$ cat src/core/ctx_trap_cfg.svh
// constants for the context save and trap entry unit
`ifndef CTX_TRAP_CFG_SVH
`define CTX_TRAP_CFG_SVH
`define REG_COUNT        16
`define REG_IDX_W        4
`define UPPER_BASE_IDX   4'h8
`define IMPLICIT_DATA    4'hF
`define STACK_PTR_IDX    4'hA
`define RETURN_ADDR_IDX  4'hB
`define IMPLICIT_ADDR    4'hF
`define AREA_WORDS       16
`define AREA_ALIGN_BITS  6
`define LINK_NULL        32'h0000_0000
`define TRAP_CLASSES     8
`define TRAP_CLASS_W     3
`define TRAP_CTX_CLASS   3'h3
`define IRQ_PRIO_W       8
`define IRQ_ENTRY_SHIFT  5
`define TRAP_ENTRY_SHIFT 5
`define WORDS_PER_BEAT   8
`define BEATS_PER_SAVE   2
`define PSW_RESET        32'h0000_0B80
`define FREE_HEAD_RESET  32'h0000_0000
`endif

$ cat src/core/ctx_trap_pkg.sv
// types shared by the context save and trap entry unit
package ctx_trap_pkg;
    typedef enum logic [4:0] {
        ST_IDLE   = 5'b00001,
        ST_BEAT0  = 5'b00010,
        ST_BEAT1  = 5'b00100,
        ST_LINK   = 5'b01000,
        ST_VECTOR = 5'b10000
    } seq_state_type;

    typedef enum logic [1:0] {
        CAUSE_CALL = 2'h0,
        CAUSE_IRQ  = 2'h1,
        CAUSE_TRAP = 2'h2,
        CAUSE_LOW  = 2'h3
    } save_cause_type;
endpackage

$ cat src/core/context_save_and_trap_entry.sv
// register file, context save sequencer and trap/interrupt entry
//
// Overview of operation
// - sixteen 32-bit data and sixteen 32-bit address registers
// - data 15 implicit, address 10 stack, 11 return, 15 implicit
// - indices 0-7 are lower registers, 8-15 upper registers
// - address 0, 1, 8, 9 are global and never saved or restored
// - upper context: address 10-15, data 8-15, link word, status word
// - lower context: address 2-7, data 0-7, saved counter, link word
// - each saved context holds a link word chaining saved contexts
// - upper context saved on interrupt, trap and call; return frees the area without reloading registers
// - save area is sixteen words aligned on a sixteen-word boundary
// - free areas on a linked free list, allocated and freed by hardware
// - calls, interrupts and traps share one context switch mechanism
// - a whole context is written in two clock cycles
// - only the highest priority core request is presented
// - request priority selects the entry block in interrupt table
// - traps vector through a separate trap table of fixed blocks
// - a trap leaves the current interrupt priority unchanged
// - traps can never be masked
// - eight trap classes from reset to non-maskable interrupt
// - trap identification number written into data register 15
// - lowest pending trap identification number is taken
`include "ctx_trap_cfg.svh"
module context_save_and_trap_entry
(
    // clock and reset
    input  wire logic                        ref_clk,
    input  wire logic                        arst_n,
    // register write port from execution
    input  wire logic                        reg_we,
    input  wire logic                        reg_is_addr,
    input  wire logic [3:0]                  reg_idx,
    input  wire logic [31:0]                 reg_wdata,
    // register read port
    input  wire logic                        rd_is_addr,
    input  wire logic [3:0]                  rd_idx,
    output logic [31:0]                      rd_data,
    // context events
    input  wire logic                        call_req,
    input  wire logic                        ret_req,
    input  wire logic                        save_lower_req,
    input  wire logic [31:0]                 target_pc,
    input  wire logic [31:0]                 current_pc,
    // free list control
    input  wire logic                        free_head_we,
    input  wire logic [31:0]                 free_head_wdata,
    // interrupt request from router
    input  wire logic                        irq_valid,
    input  wire logic                        irq_to_core,
    input  wire logic [`IRQ_PRIO_W-1:0]      irq_prio,
    input  wire logic [31:0]                 irq_table_base,
    // trap sources
    input  wire logic [`TRAP_CLASSES-1:0]    trap_raise,
    input  wire logic [31:0]                 trap_table_base,
    // save area memory
    output logic                             mem_we,
    output logic [31:0]                      mem_addr,
    output logic [8*32-1:0]                  mem_wdata,
    input  wire logic [31:0]                 mem_free_next,
    // status and entry
    output logic [`IRQ_PRIO_W-1:0]           cur_prio,
    output logic [31:0]                      program_counter,
    output logic [31:0]                      previous_context_info,
    output logic [31:0]                      program_status_word,
    output logic [31:0]                      free_head,
    output logic                             busy,
    output logic                             entry_valid,
    output logic [`TRAP_CLASS_W-1:0]         last_trap_id
);
    import ctx_trap_pkg::*;

    // ****************************************
    // helpers
    // ****************************************
    function automatic logic is_global(input logic [3:0] idx);
        is_global = (idx == 4'h0) || (idx == 4'h1) || (idx == 4'h8) ||
                    (idx == 4'h9);
    endfunction

    function automatic logic [31:0] vec_addr(input logic [31:0] base,
                                             input logic [7:0]  num,
                                             input int          shift);
        vec_addr = base | ({24'h0, num} << shift);
    endfunction

    // ****************************************
    // state
    // ****************************************
    logic [31:0] data_q [`REG_COUNT];
    logic [31:0] data_d [`REG_COUNT];
    logic [31:0] addr_q [`REG_COUNT];
    logic [31:0] addr_d [`REG_COUNT];
    seq_state_type state_q, state_d;
    save_cause_type cause_q, cause_d;
    logic [31:0] area_q, area_d;
    logic [31:0] previous_context_info_d, psw_d, pc_d, fh_d, rd_d;
    logic [8*32-1:0] wdata_d;
    logic [31:0] maddr_d;
    logic we_d, busy_d, ev_d;
    logic [`IRQ_PRIO_W-1:0] prio_d, pend_prio_q, pend_prio_d;
    logic [`TRAP_CLASS_W-1:0] tid_d, pend_tid_q, pend_tid_d;
    logic [`TRAP_CLASSES-1:0] tpend_q, tpend_d;
    logic any_trap;
    logic [`TRAP_CLASS_W-1:0] sel_trap;
    logic [31:0] ptr;

    trap_arbiter u_arb
    (
        .pending     (tpend_q),
        .any_pending (any_trap),
        .trap_id     (sel_trap)
    );

    // ****************************************
    // next state
    // ****************************************
    always_comb
    begin
        data_d      = data_q;
        addr_d      = addr_q;
        state_d     = state_q;
        cause_d     = cause_q;
        area_d      = area_q;
        previous_context_info_d      = previous_context_info;
        psw_d       = program_status_word;
        pc_d        = program_counter;
        fh_d        = free_head;
        prio_d      = cur_prio;
        tid_d       = last_trap_id;
        pend_prio_d = pend_prio_q;
        pend_tid_d  = pend_tid_q;
        tpend_d     = tpend_q | trap_raise;
        we_d        = 1'b0;
        ev_d        = 1'b0;
        wdata_d     = mem_wdata;
        maddr_d     = mem_addr;
        ptr         = {free_head[31:`AREA_ALIGN_BITS],
                       `AREA_ALIGN_BITS'h0};
        rd_d = rd_is_addr ? addr_q[rd_idx] : data_q[rd_idx];
        if (reg_we && state_q == ST_IDLE)
        begin
            if (reg_is_addr)
                addr_d[reg_idx] = reg_wdata;
            else
                data_d[reg_idx] = reg_wdata;
        end
        if (free_head_we && state_q == ST_IDLE)
            fh_d = free_head_wdata;
        unique case (state_q)
            ST_IDLE:
            begin
                if (any_trap || call_req || save_lower_req ||
                    (irq_valid && irq_to_core && irq_prio > cur_prio))
                begin
                    if (any_trap)
                    begin
                        cause_d    = CAUSE_TRAP;
                        pend_tid_d = sel_trap;
                        tpend_d[sel_trap] = trap_raise[sel_trap];
                    end
                    else if (irq_valid && irq_to_core && irq_prio > cur_prio)
                    begin
                        cause_d     = CAUSE_IRQ;
                        pend_prio_d = irq_prio;
                    end
                    else if (call_req)
                        cause_d = CAUSE_CALL;
                    else
                        cause_d = CAUSE_LOW;
                    if (free_head == `LINK_NULL)
                    begin
                        // a context trap taken without an area must not
                        // re-arm itself, or it would be taken forever
                        if (!(any_trap && sel_trap == `TRAP_CTX_CLASS))
                            tpend_d[`TRAP_CTX_CLASS] = 1'b1;
                        if (any_trap)
                            state_d = ST_VECTOR;
                    end
                    else
                    begin
                        area_d  = ptr;
                        state_d = ST_BEAT0;
                    end
                end
                else if (ret_req && previous_context_info != `LINK_NULL)
                begin
                    // keep upper registers as they are, free the area and unlink it
                    for (int i = 8; i < 16; i++)
                        data_d[i] = data_q[i];
                    fh_d   = previous_context_info;
                    previous_context_info_d = mem_free_next;
                    pc_d   = addr_q[`RETURN_ADDR_IDX];
                end
            end
            ST_BEAT0:
            begin
                we_d    = 1'b1;
                maddr_d = area_q;
                if (cause_q == CAUSE_LOW)
                    wdata_d = {previous_context_info, current_pc,
                               addr_q[7], addr_q[6], addr_q[5],
                               addr_q[4], addr_q[3], addr_q[2]};
                else
                    wdata_d = {previous_context_info, program_status_word,
                               addr_q[15], addr_q[14], addr_q[13],
                               addr_q[12], addr_q[11], addr_q[10]};
                state_d = ST_BEAT1;
            end
            ST_BEAT1:
            begin
                we_d    = 1'b1;
                maddr_d = area_q | 32'h0000_0020;
                wdata_d = (cause_q == CAUSE_LOW) ?
                    {data_q[7], data_q[6], data_q[5], data_q[4],
                     data_q[3], data_q[2], data_q[1], data_q[0]} :
                    {data_q[15], data_q[14], data_q[13], data_q[12],
                     data_q[11], data_q[10], data_q[9], data_q[8]};
                state_d = ST_LINK;
            end
            ST_LINK:
            begin
                previous_context_info_d  = area_q;
                fh_d    = mem_free_next;
                state_d = (cause_q == CAUSE_LOW) ? ST_IDLE : ST_VECTOR;
                if (cause_q == CAUSE_CALL)
                begin
                    addr_d[`RETURN_ADDR_IDX] = current_pc;
                    pc_d    = target_pc;
                    ev_d    = 1'b1;
                    state_d = ST_IDLE;
                end
            end
            ST_VECTOR:
            begin
                ev_d    = 1'b1;
                state_d = ST_IDLE;
                if (cause_q == CAUSE_TRAP)
                begin
                    data_d[`IMPLICIT_DATA] = {29'h0, pend_tid_q};
                    tid_d = pend_tid_q;
                    pc_d  = vec_addr(trap_table_base, {5'h0, pend_tid_q},
                                     `TRAP_ENTRY_SHIFT);
                end
                else
                begin
                    prio_d = pend_prio_q;
                    pc_d   = vec_addr(irq_table_base, pend_prio_q,
                                      `IRQ_ENTRY_SHIFT);
                end
            end
            default:
                state_d = ST_IDLE;
        endcase
        busy_d = (state_d != ST_IDLE);
    end

    // ****************************************
    // registers
    // ****************************************
    always_ff @(posedge ref_clk or negedge arst_n)
    begin
        if (!arst_n)
        begin
            for (int i = 0; i < `REG_COUNT; i++)
            begin
                data_q[i] <= 32'h0000_0000;
                addr_q[i] <= 32'h0000_0000;
            end
            state_q               <= ST_IDLE;
            cause_q               <= CAUSE_CALL;
            area_q                <= 32'h0000_0000;
            previous_context_info <= `LINK_NULL;
            program_status_word   <= `PSW_RESET;
            program_counter       <= 32'h0000_0000;
            free_head             <= `FREE_HEAD_RESET;
            cur_prio              <= '0;
            last_trap_id          <= '0;
            pend_prio_q           <= '0;
            pend_tid_q            <= '0;
            tpend_q               <= '0;
            mem_we                <= 1'b0;
            mem_addr              <= 32'h0000_0000;
            mem_wdata             <= '0;
            busy                  <= 1'b0;
            entry_valid           <= 1'b0;
            rd_data               <= 32'h0000_0000;
        end
        else
        begin
            data_q                <= data_d;
            addr_q                <= addr_d;
            state_q               <= state_d;
            cause_q               <= cause_d;
            area_q                <= area_d;
            previous_context_info <= previous_context_info_d;
            program_status_word   <= psw_d;
            program_counter       <= pc_d;
            free_head             <= fh_d;
            cur_prio              <= prio_d;
            last_trap_id          <= tid_d;
            pend_prio_q           <= pend_prio_d;
            pend_tid_q            <= pend_tid_d;
            tpend_q               <= tpend_d;
            mem_we                <= we_d;
            mem_addr              <= maddr_d;
            mem_wdata             <= wdata_d;
            busy                  <= busy_d;
            entry_valid           <= ev_d;
            rd_data               <= rd_d;
        end
    end
endmodule

$ cat src/core/trap_arbiter.sv
// lowest identification number wins among pending traps
`include "ctx_trap_cfg.svh"
module trap_arbiter
(
    // pending trap classes
    input  wire logic [`TRAP_CLASSES-1:0] pending,
    // selected trap
    output logic                          any_pending,
    output logic [`TRAP_CLASS_W-1:0]      trap_id
);
    always_comb
    begin
        any_pending = |pending;
        trap_id     = '0;
        for (int i = `TRAP_CLASSES - 1; i >= 0; i--)
        begin
            if (pending[i])
            begin
                trap_id = i[`TRAP_CLASS_W-1:0];
            end
        end
    end
endmodule

$ cat config.mk
export PLATFORM = sky130hd
export DESIGN_NAME = context_save_and_trap_entry
export DESIGN_NICKNAME = d
export VERILOG_FILES = /design/src/core/ctx_trap_pkg.sv /design/src/core/context_save_and_trap_entry.sv /design/src/core/trap_arbiter.sv
export VERILOG_INCLUDE_DIRS = /design/src /design/src/core
export SDC_FILE = /design/constraint.sdc
export NUM_CORES = 2
export LEC_CHECK = 0
export ABC_CLOCK_PERIOD_IN_PS = 3700
export BUFFER_PORTS_ARGS = -buffer_cell sky130_fd_sc_hd__buf_2
export CAP_MARGIN = 0
export CORE_MARGIN = 5
export CORE_UTILIZATION = 60
export CTS_CLUSTER_DIAMETER = 60
export CTS_CLUSTER_SIZE = 8
export DETAILED_ROUTE_END_ITERATION = 6
export GPL_TIMING_DRIVEN = 1
export PLACE_DENSITY = 0.9
export SYNTH_ARGS = -nofsm -noshare
export SYNTH_HDL_FRONTEND = slang
export SYNTH_SLANG_ARGS = --single-unit
$ cat constraint.sdc
create_clock -name ref_clk -period 3.7 [get_ports ref_clk]
set_input_delay 0.74 -clock ref_clk [delete_from_list [all_inputs] [get_ports ref_clk]]
set_output_delay 0.74 -clock ref_clk [all_outputs]
set_load 0.01 [all_outputs]
; ---- Word-level counts from Yosys, hierarchy flattened
; Index checks and enable logic that the tools add are counted.
[totals]
regBits = 1506
input_bits = 259
out_inout_bits = 462
word_cells = 174
[op_classes]
n_lt_le_gt_ge = 6
n_eq_ne = 13
muxes = 68
bitwise = 9
n_reduce_logical = 29
[ops]
columns = operator, count
row1 = $mux 256, 5
row2 = $bwmux 512, 2
row3 = $mux 32, 18
row4 = $pmux 256 s2, 1
row5 = $mux 224, 2
row6 = $mux 160, 2
row7 = $bmux 32 s4, 2
row8 = $pmux 32 s2, 4
row9 = $demux 32 s4, 1
row10 = $pmux 32 s3, 1
row11 = $logic_not 32->1, 1
row12 = $or 32x13->32, 1
row13 = $or 32x8->32, 1
row14 = $reduce_bool 32->1, 1
row15 = $mux 5, 5
row16 = $mux 3, 8
row17 = $mux 8, 3
row18 = $pmux 5 s4, 1
row19 = $ge 5x5->1 const B, 2
row20 = $not 4->5, 2
row21 = $reduce_and 2->1, 5
row22 = $reduce_and 3->1, 3
row23 = $bwmux 8, 1
row24 = $gt 8x8->1, 1
row25 = other kinds (29), 52

; ---- Longest topological paths before layout
[logic_depth]
word_depth = 18
depth_mapped = 10
depth_no_buf = 8

; ---- By module
; A second synthesis with hierarchy kept.
[hier_totals]
hier_cells = 5160
hier_area_um2 = 71441.0
[modules_own_cells]
columns = mod, instances, cells_per_inst, area_each_um2, seq_area_each_um2
row1 = context_save_and_trap_entry, 1, 5147, 71359.7, 37562.3
row2 = trap_arbiter, 1, 13, 81.3, 0.0

; ---- Least setup slack after synthesis
; Ideal clock, no wire load.
[synth_path]
path_kind = input to register
from = input port irq_prio[3]
to = register data_q[100] (netlist name)
arrival_time_ps = 2952
required_time_ps = 3575
path_slack_ps = 623
stages = 8
path_cell_list = ha_1 > and4_1 > a21oi_1 > o31a_1 > a211oi_4 > nor4_1 > buf_2 > mux2_2
[synth_between]
elab_chain_len = 5
[synth_rtl]
columns = item, line
row1 = "start, declared", context_save_and_trap_entry.sv:51  ; input wire logic [`IRQ_PRIO_W-1:0] irq_prio,
row2 = $gt 8x8->1 *, context_save_and_trap_entry.sv:154  ; (irq_valid && irq_to_core && irq_prio > cur_prio))
row3 = $logic_and 1x1->1 *, context_save_and_trap_entry.sv:154
row4 = $logic_or 1x1->1 *, context_save_and_trap_entry.sv:153  ; if (any_trap || call_req || save_lower_req ||
row5 = $mux 256, context_save_and_trap_entry.sv:153
row6 = $mux 224, context_save_and_trap_entry.sv:150  ; unique case (state_q)
row7 = "end signal, assigned", context_save_and_trap_entry.sv:291  ; data_q <= data_d;
row8 = "end, declared", context_save_and_trap_entry.sv:90  ; logic [31:0] data_q [`REG_COUNT];
; Mark *: on every way between the ends. The rest lies on a longest branch, timed or not.
; A chain may end at the register's enable or synchronous reset.

; ---- Worst setup path in the final report
[layout_path]
from = register previous_context_info[24]
to = register data_q[239] (netlist name)
[layout_between]
elab_chain_len = 3
[layout_rtl]
columns = item, line
row1 = "start, declared", context_save_and_trap_entry.sv:64  ; output logic [31:0] previous_context_info,
row2 = "start signal, assigned", context_save_and_trap_entry.sv:273  ; previous_context_info <= `LINK_NULL;
row3 = "start signal, assigned", context_save_and_trap_entry.sv:296  ; previous_context_info <= previous_context_info_d;
row4 = $reduce_bool 32->1 (no source line), n/a
row5 = $logic_and 1x1->1 (no source line), n/a
row6 = $ne 3x3->1 (no source line), n/a
; No other way between the ends.

==> flow_summary_export.csv <==
group,metric,value,unit
floorplan,die_area,126500,um^2
clock_tree,cts_setup_buffers,0,
global_route,grt_overflow,0,
clock_tree,postCtsHoldBufs,1,
synth,synthTopCellsByArea,"dfrtp_1 52%, mux2_2 16%, mux4_2 10%, mux2i_1 6.9%, nand2_1 2.6%",
critical_path,worst_path_max_delay_cell,"nor2_4",
outcome,outcome,"finished, violations left",
floorplan,rows,126,
synth,synth_area,71690,um^2
pwr,combPwrFrac,8.8,%
placement,placedCellCount,7277,
clock_tree,root_buffer,"clkbuf_16",
synth,synth-compound-area-share,6.337,%
placement,io_buffers,683,
critical_path,crit_fanout,22,
clock_tree,cts_tree,"yes",
pwr,p_switching,10.14,mW
drt,firstDrtPassIters,7,
timing,drv_slew,0,
pwr,switching_share,25.83,%
layout,fillers,7280,
timing,relSlewSlack,13.46,%
synth,yosysWarnings,0,
synth,synthAdderAreaFrac,0.1920,%
layout,postLayoutCoreUtil,70.45,%
placement,hpwlAfterDp,179.2,mm
timing,rsz0062_at_grt,"false",
floorplan,coreArea,118400,um^2
clock_tree,cts-buffers-inserted,208,
pwr,pwr-share-clk,44.7,%
pwr,internal_power,29.10,mW
timing,worstMarginPinSlew,1.298,ns
timing,skew,0.07666,ns
global_route,gr-usage-met1,52.57,%
critical_path,cp-end-kind,"flip-flop",
drt,antenna_left,0,
floorplan,die_w,355.7,um
global_route,top_usage_layer,"met2",
synth,synth_enable_flop_cells,0,
flow_run,cap_violations,0,
layout,final_cells,7557,
synth,synthMuxAreaShare,33.53,%
layout,multi_input_area,32130,um^2
critical_path,worst-setup-path-type,"flip-flop to flip-flop",
layout,register_area,37560,um^2
layout,layout_common_cells,"1499 x dfrtp_1, 1047 x mux2_2, 678 x buf_2",
timing,fmax,270.9,MHz
layout,area_growth,16.36,%
clock_tree,cts_sinks,1501,
clock_tree,clk_path_buf_depth,3,
drt,drt-initial-drc-count,7927,
drt,wire_per_inst,36.46,um
timing,timing.setup.tns,0,ns
pwr,p_total,39.23,mW
pwr,power_density,470.4,nW/um^2
synth,synth-xor-area-share,0,%
synth,avgSynthCellArea,13.59,um^2
drt,drc,8,
pwr,power_frac_seq,46.5,%
layout,postLayoutCellArea,83420,um^2
timing,period_share,99.77,%
worst_hold_path,hp-class,"input pin to flip-flop",
layout,nNetsFinal,6158,
floorplan,ioPinCount,721,
placement,globalplace.congestion,0.9596,
critical_path,cp.arrival,4.43,ns
timing,period_needed,3.691,ns
layout,final_common_cell,"dfrtp_1",
synth,synth_cell_types,62,
critical_path,critPathMaxStageDelay,0.98,ns
global_route,grt_max_degree,147,
clock_tree,h-tree-depth,4,
clock_tree,post_cts_resized,0,
global_route,grt_first_pass_wirelength,400.0,mm
timing,setup_viol,0,
drt,vias_per_cell,7.286,
global_route,grtUsageMet2,62.18,%
global_route,grt_pass1_vias,56920,
placement,place_area,77550,um^2
synth,ys_seq_area_share,52.40,%
critical_path,start_kind,"flip-flop",
synth,synth_top_area_cell,"dfrtp_1",
synth,netlist.area_leader.share,52.36,%
outcome,violations,"design-rule violations",
synth,ys.flop_type,"dfrtp_1",
synth,synth_top_family_by_area,"multiplexers",
drt,vias,55060,
clock_tree,clkTransAtPathRegs,0.05,ns
critical_path,cp.required,4.44,ns
global_route,antenna_found_initial,35,
pwr,power.leakage,38.95,nW
global_route,grtUsageTotal,43.30,%
floorplan,initial_core_util,60.55,%
synth,synth_cells,5277,
pwr,ir_worst_vdd,0.5648,mV
synth,yosys.area_share.simple,4.236,%
synth,synth-seq-cells,1501,
global_route,grt_use_met3,18.74,%
clock_tree,clk_latency,0.88,ns
critical_path,crit_chain,"nor4_1 -> nand4_1 -> nor2_1 -> a211oi_4 -> nor2_4 -> buf_4 -> mux2_2",
drt,finalWirelength,275.6,mm
synth,synthArstFlopShare,100.0,%
floorplan,chipHeight,355.7,um
layout,drive_above_1_share,43.60,%
timing,hold_viol_final,0,
[stage by stage]
stage / hold WS [ns] / setup slack, ns
global placement: 0.4490 / 0.07320
CTS: 0.03718 / 0.1354
finish: 0.07591 / 0.008524
global route: 0.06034 / 0.03160
floorplan: 0.4444 / 0.6229
detailed placement: 0.4505 / 0.05058
[flip-flops by register name, summed over array words and instances (netlist names), 26 cells and up]
register               cells
addr_q                   512
mem_wdata                256
mem_addr                  27
rd_data                   32
data_q                   512
area_q                    26
previous_context_info     32
free_head                 32
program_counter           32
[path summary, 6_finish.rpt]
kind                                           start           end  slack [ns]  cells past startpoint
setup / recovery           previous_context_info[24]   data_q[239]       0.009                      7
hold / removal                         trap_raise[7]    tpend_q[7]        0.08                      2
setup reg to reg           previous_context_info[24]   data_q[239]       0.009                      7
hold reg to reg                         mem_addr[15]  mem_addr[15]        0.46                      2
max in group asynchronous                     arst_n   addr_q[381]        1.86                      4
min in group asynchronous                     arst_n   addr_q[415]        0.49                      2
[metal layers]
metal / part of all wire [%] / up-vias
met5: 0.056 / -
met4: 8.8 / 16
met3: 15 / 1371
met2: 43 / 4883
met1: 33 / 27930
li1: - / 20860
[power by group through the flow]
stage               Combinational [mW]  Sequential [mW]  Clock [mW]
finish                            3.46             18.2        17.5
global route                      3.66             18.3        18.2
CTS                               3.41             18.2        17.5
detailed placement                3.33             18.4           0
global placement                  3.21             18.3           0
floorplan                         1.77             18.2           0
[cell usage after synthesis, drive strengths merged (34+ instances only)]
library cell  instances
o221ai              196
a22oi                34
o21ai               122
mux2               1054
a31oi                47
nand3                45
mux4                320
mux2i               496
nor2                 88
clkbuf              364
nand2               488
inv                  49
buf                 164
a21oi                40
dfrtp              1500
a222oi               41
[worst max-delay path: cells and delay by family, from the launching register on]
| kind | cells | cell delay [ns] |
|---|---|---|
| flops | 1 | 0.45 |
| mux | 1 | 0.37 |
| simple gates | 4 | 2.24 |
| buf+inv | 1 | 0.32 |
| compound gates | 1 | 0.18 |
[kinds of logic (layout without fill, tap and decap cells)]
family | after synthesis | in the layout
multiplexers | 1870 | 1870
flip-flops | 1501 | 1501
AND/OR/NAND/NOR | 720 | 720
AO/OA/AOI/OAI | 596 | 596
buffers and inverters | 577 | 1187
adder cells (fa/ha/maj) | 11 | 11
other | 2 | 72
[area by class of cell]
| cell class | instances | share of cell area [%] |
|---|---|---|
| Multi-Input combinational cell | 3234 | 38.51 |
| Sequential cell | 1501 | 45.03 |
| Inverter | 49 | 0.2235 |
| Tap cell | 1600 | 2.400 |
| Clock inverter | 20 | 0.5640 |
| Timing Repair Buffer | 894 | 6.813 |
| Antenna cell | 35 | 0.1050 |
| Clock buffer | 224 | 6.348 |
No activity file was read; power rests on OpenSTA's default activity.
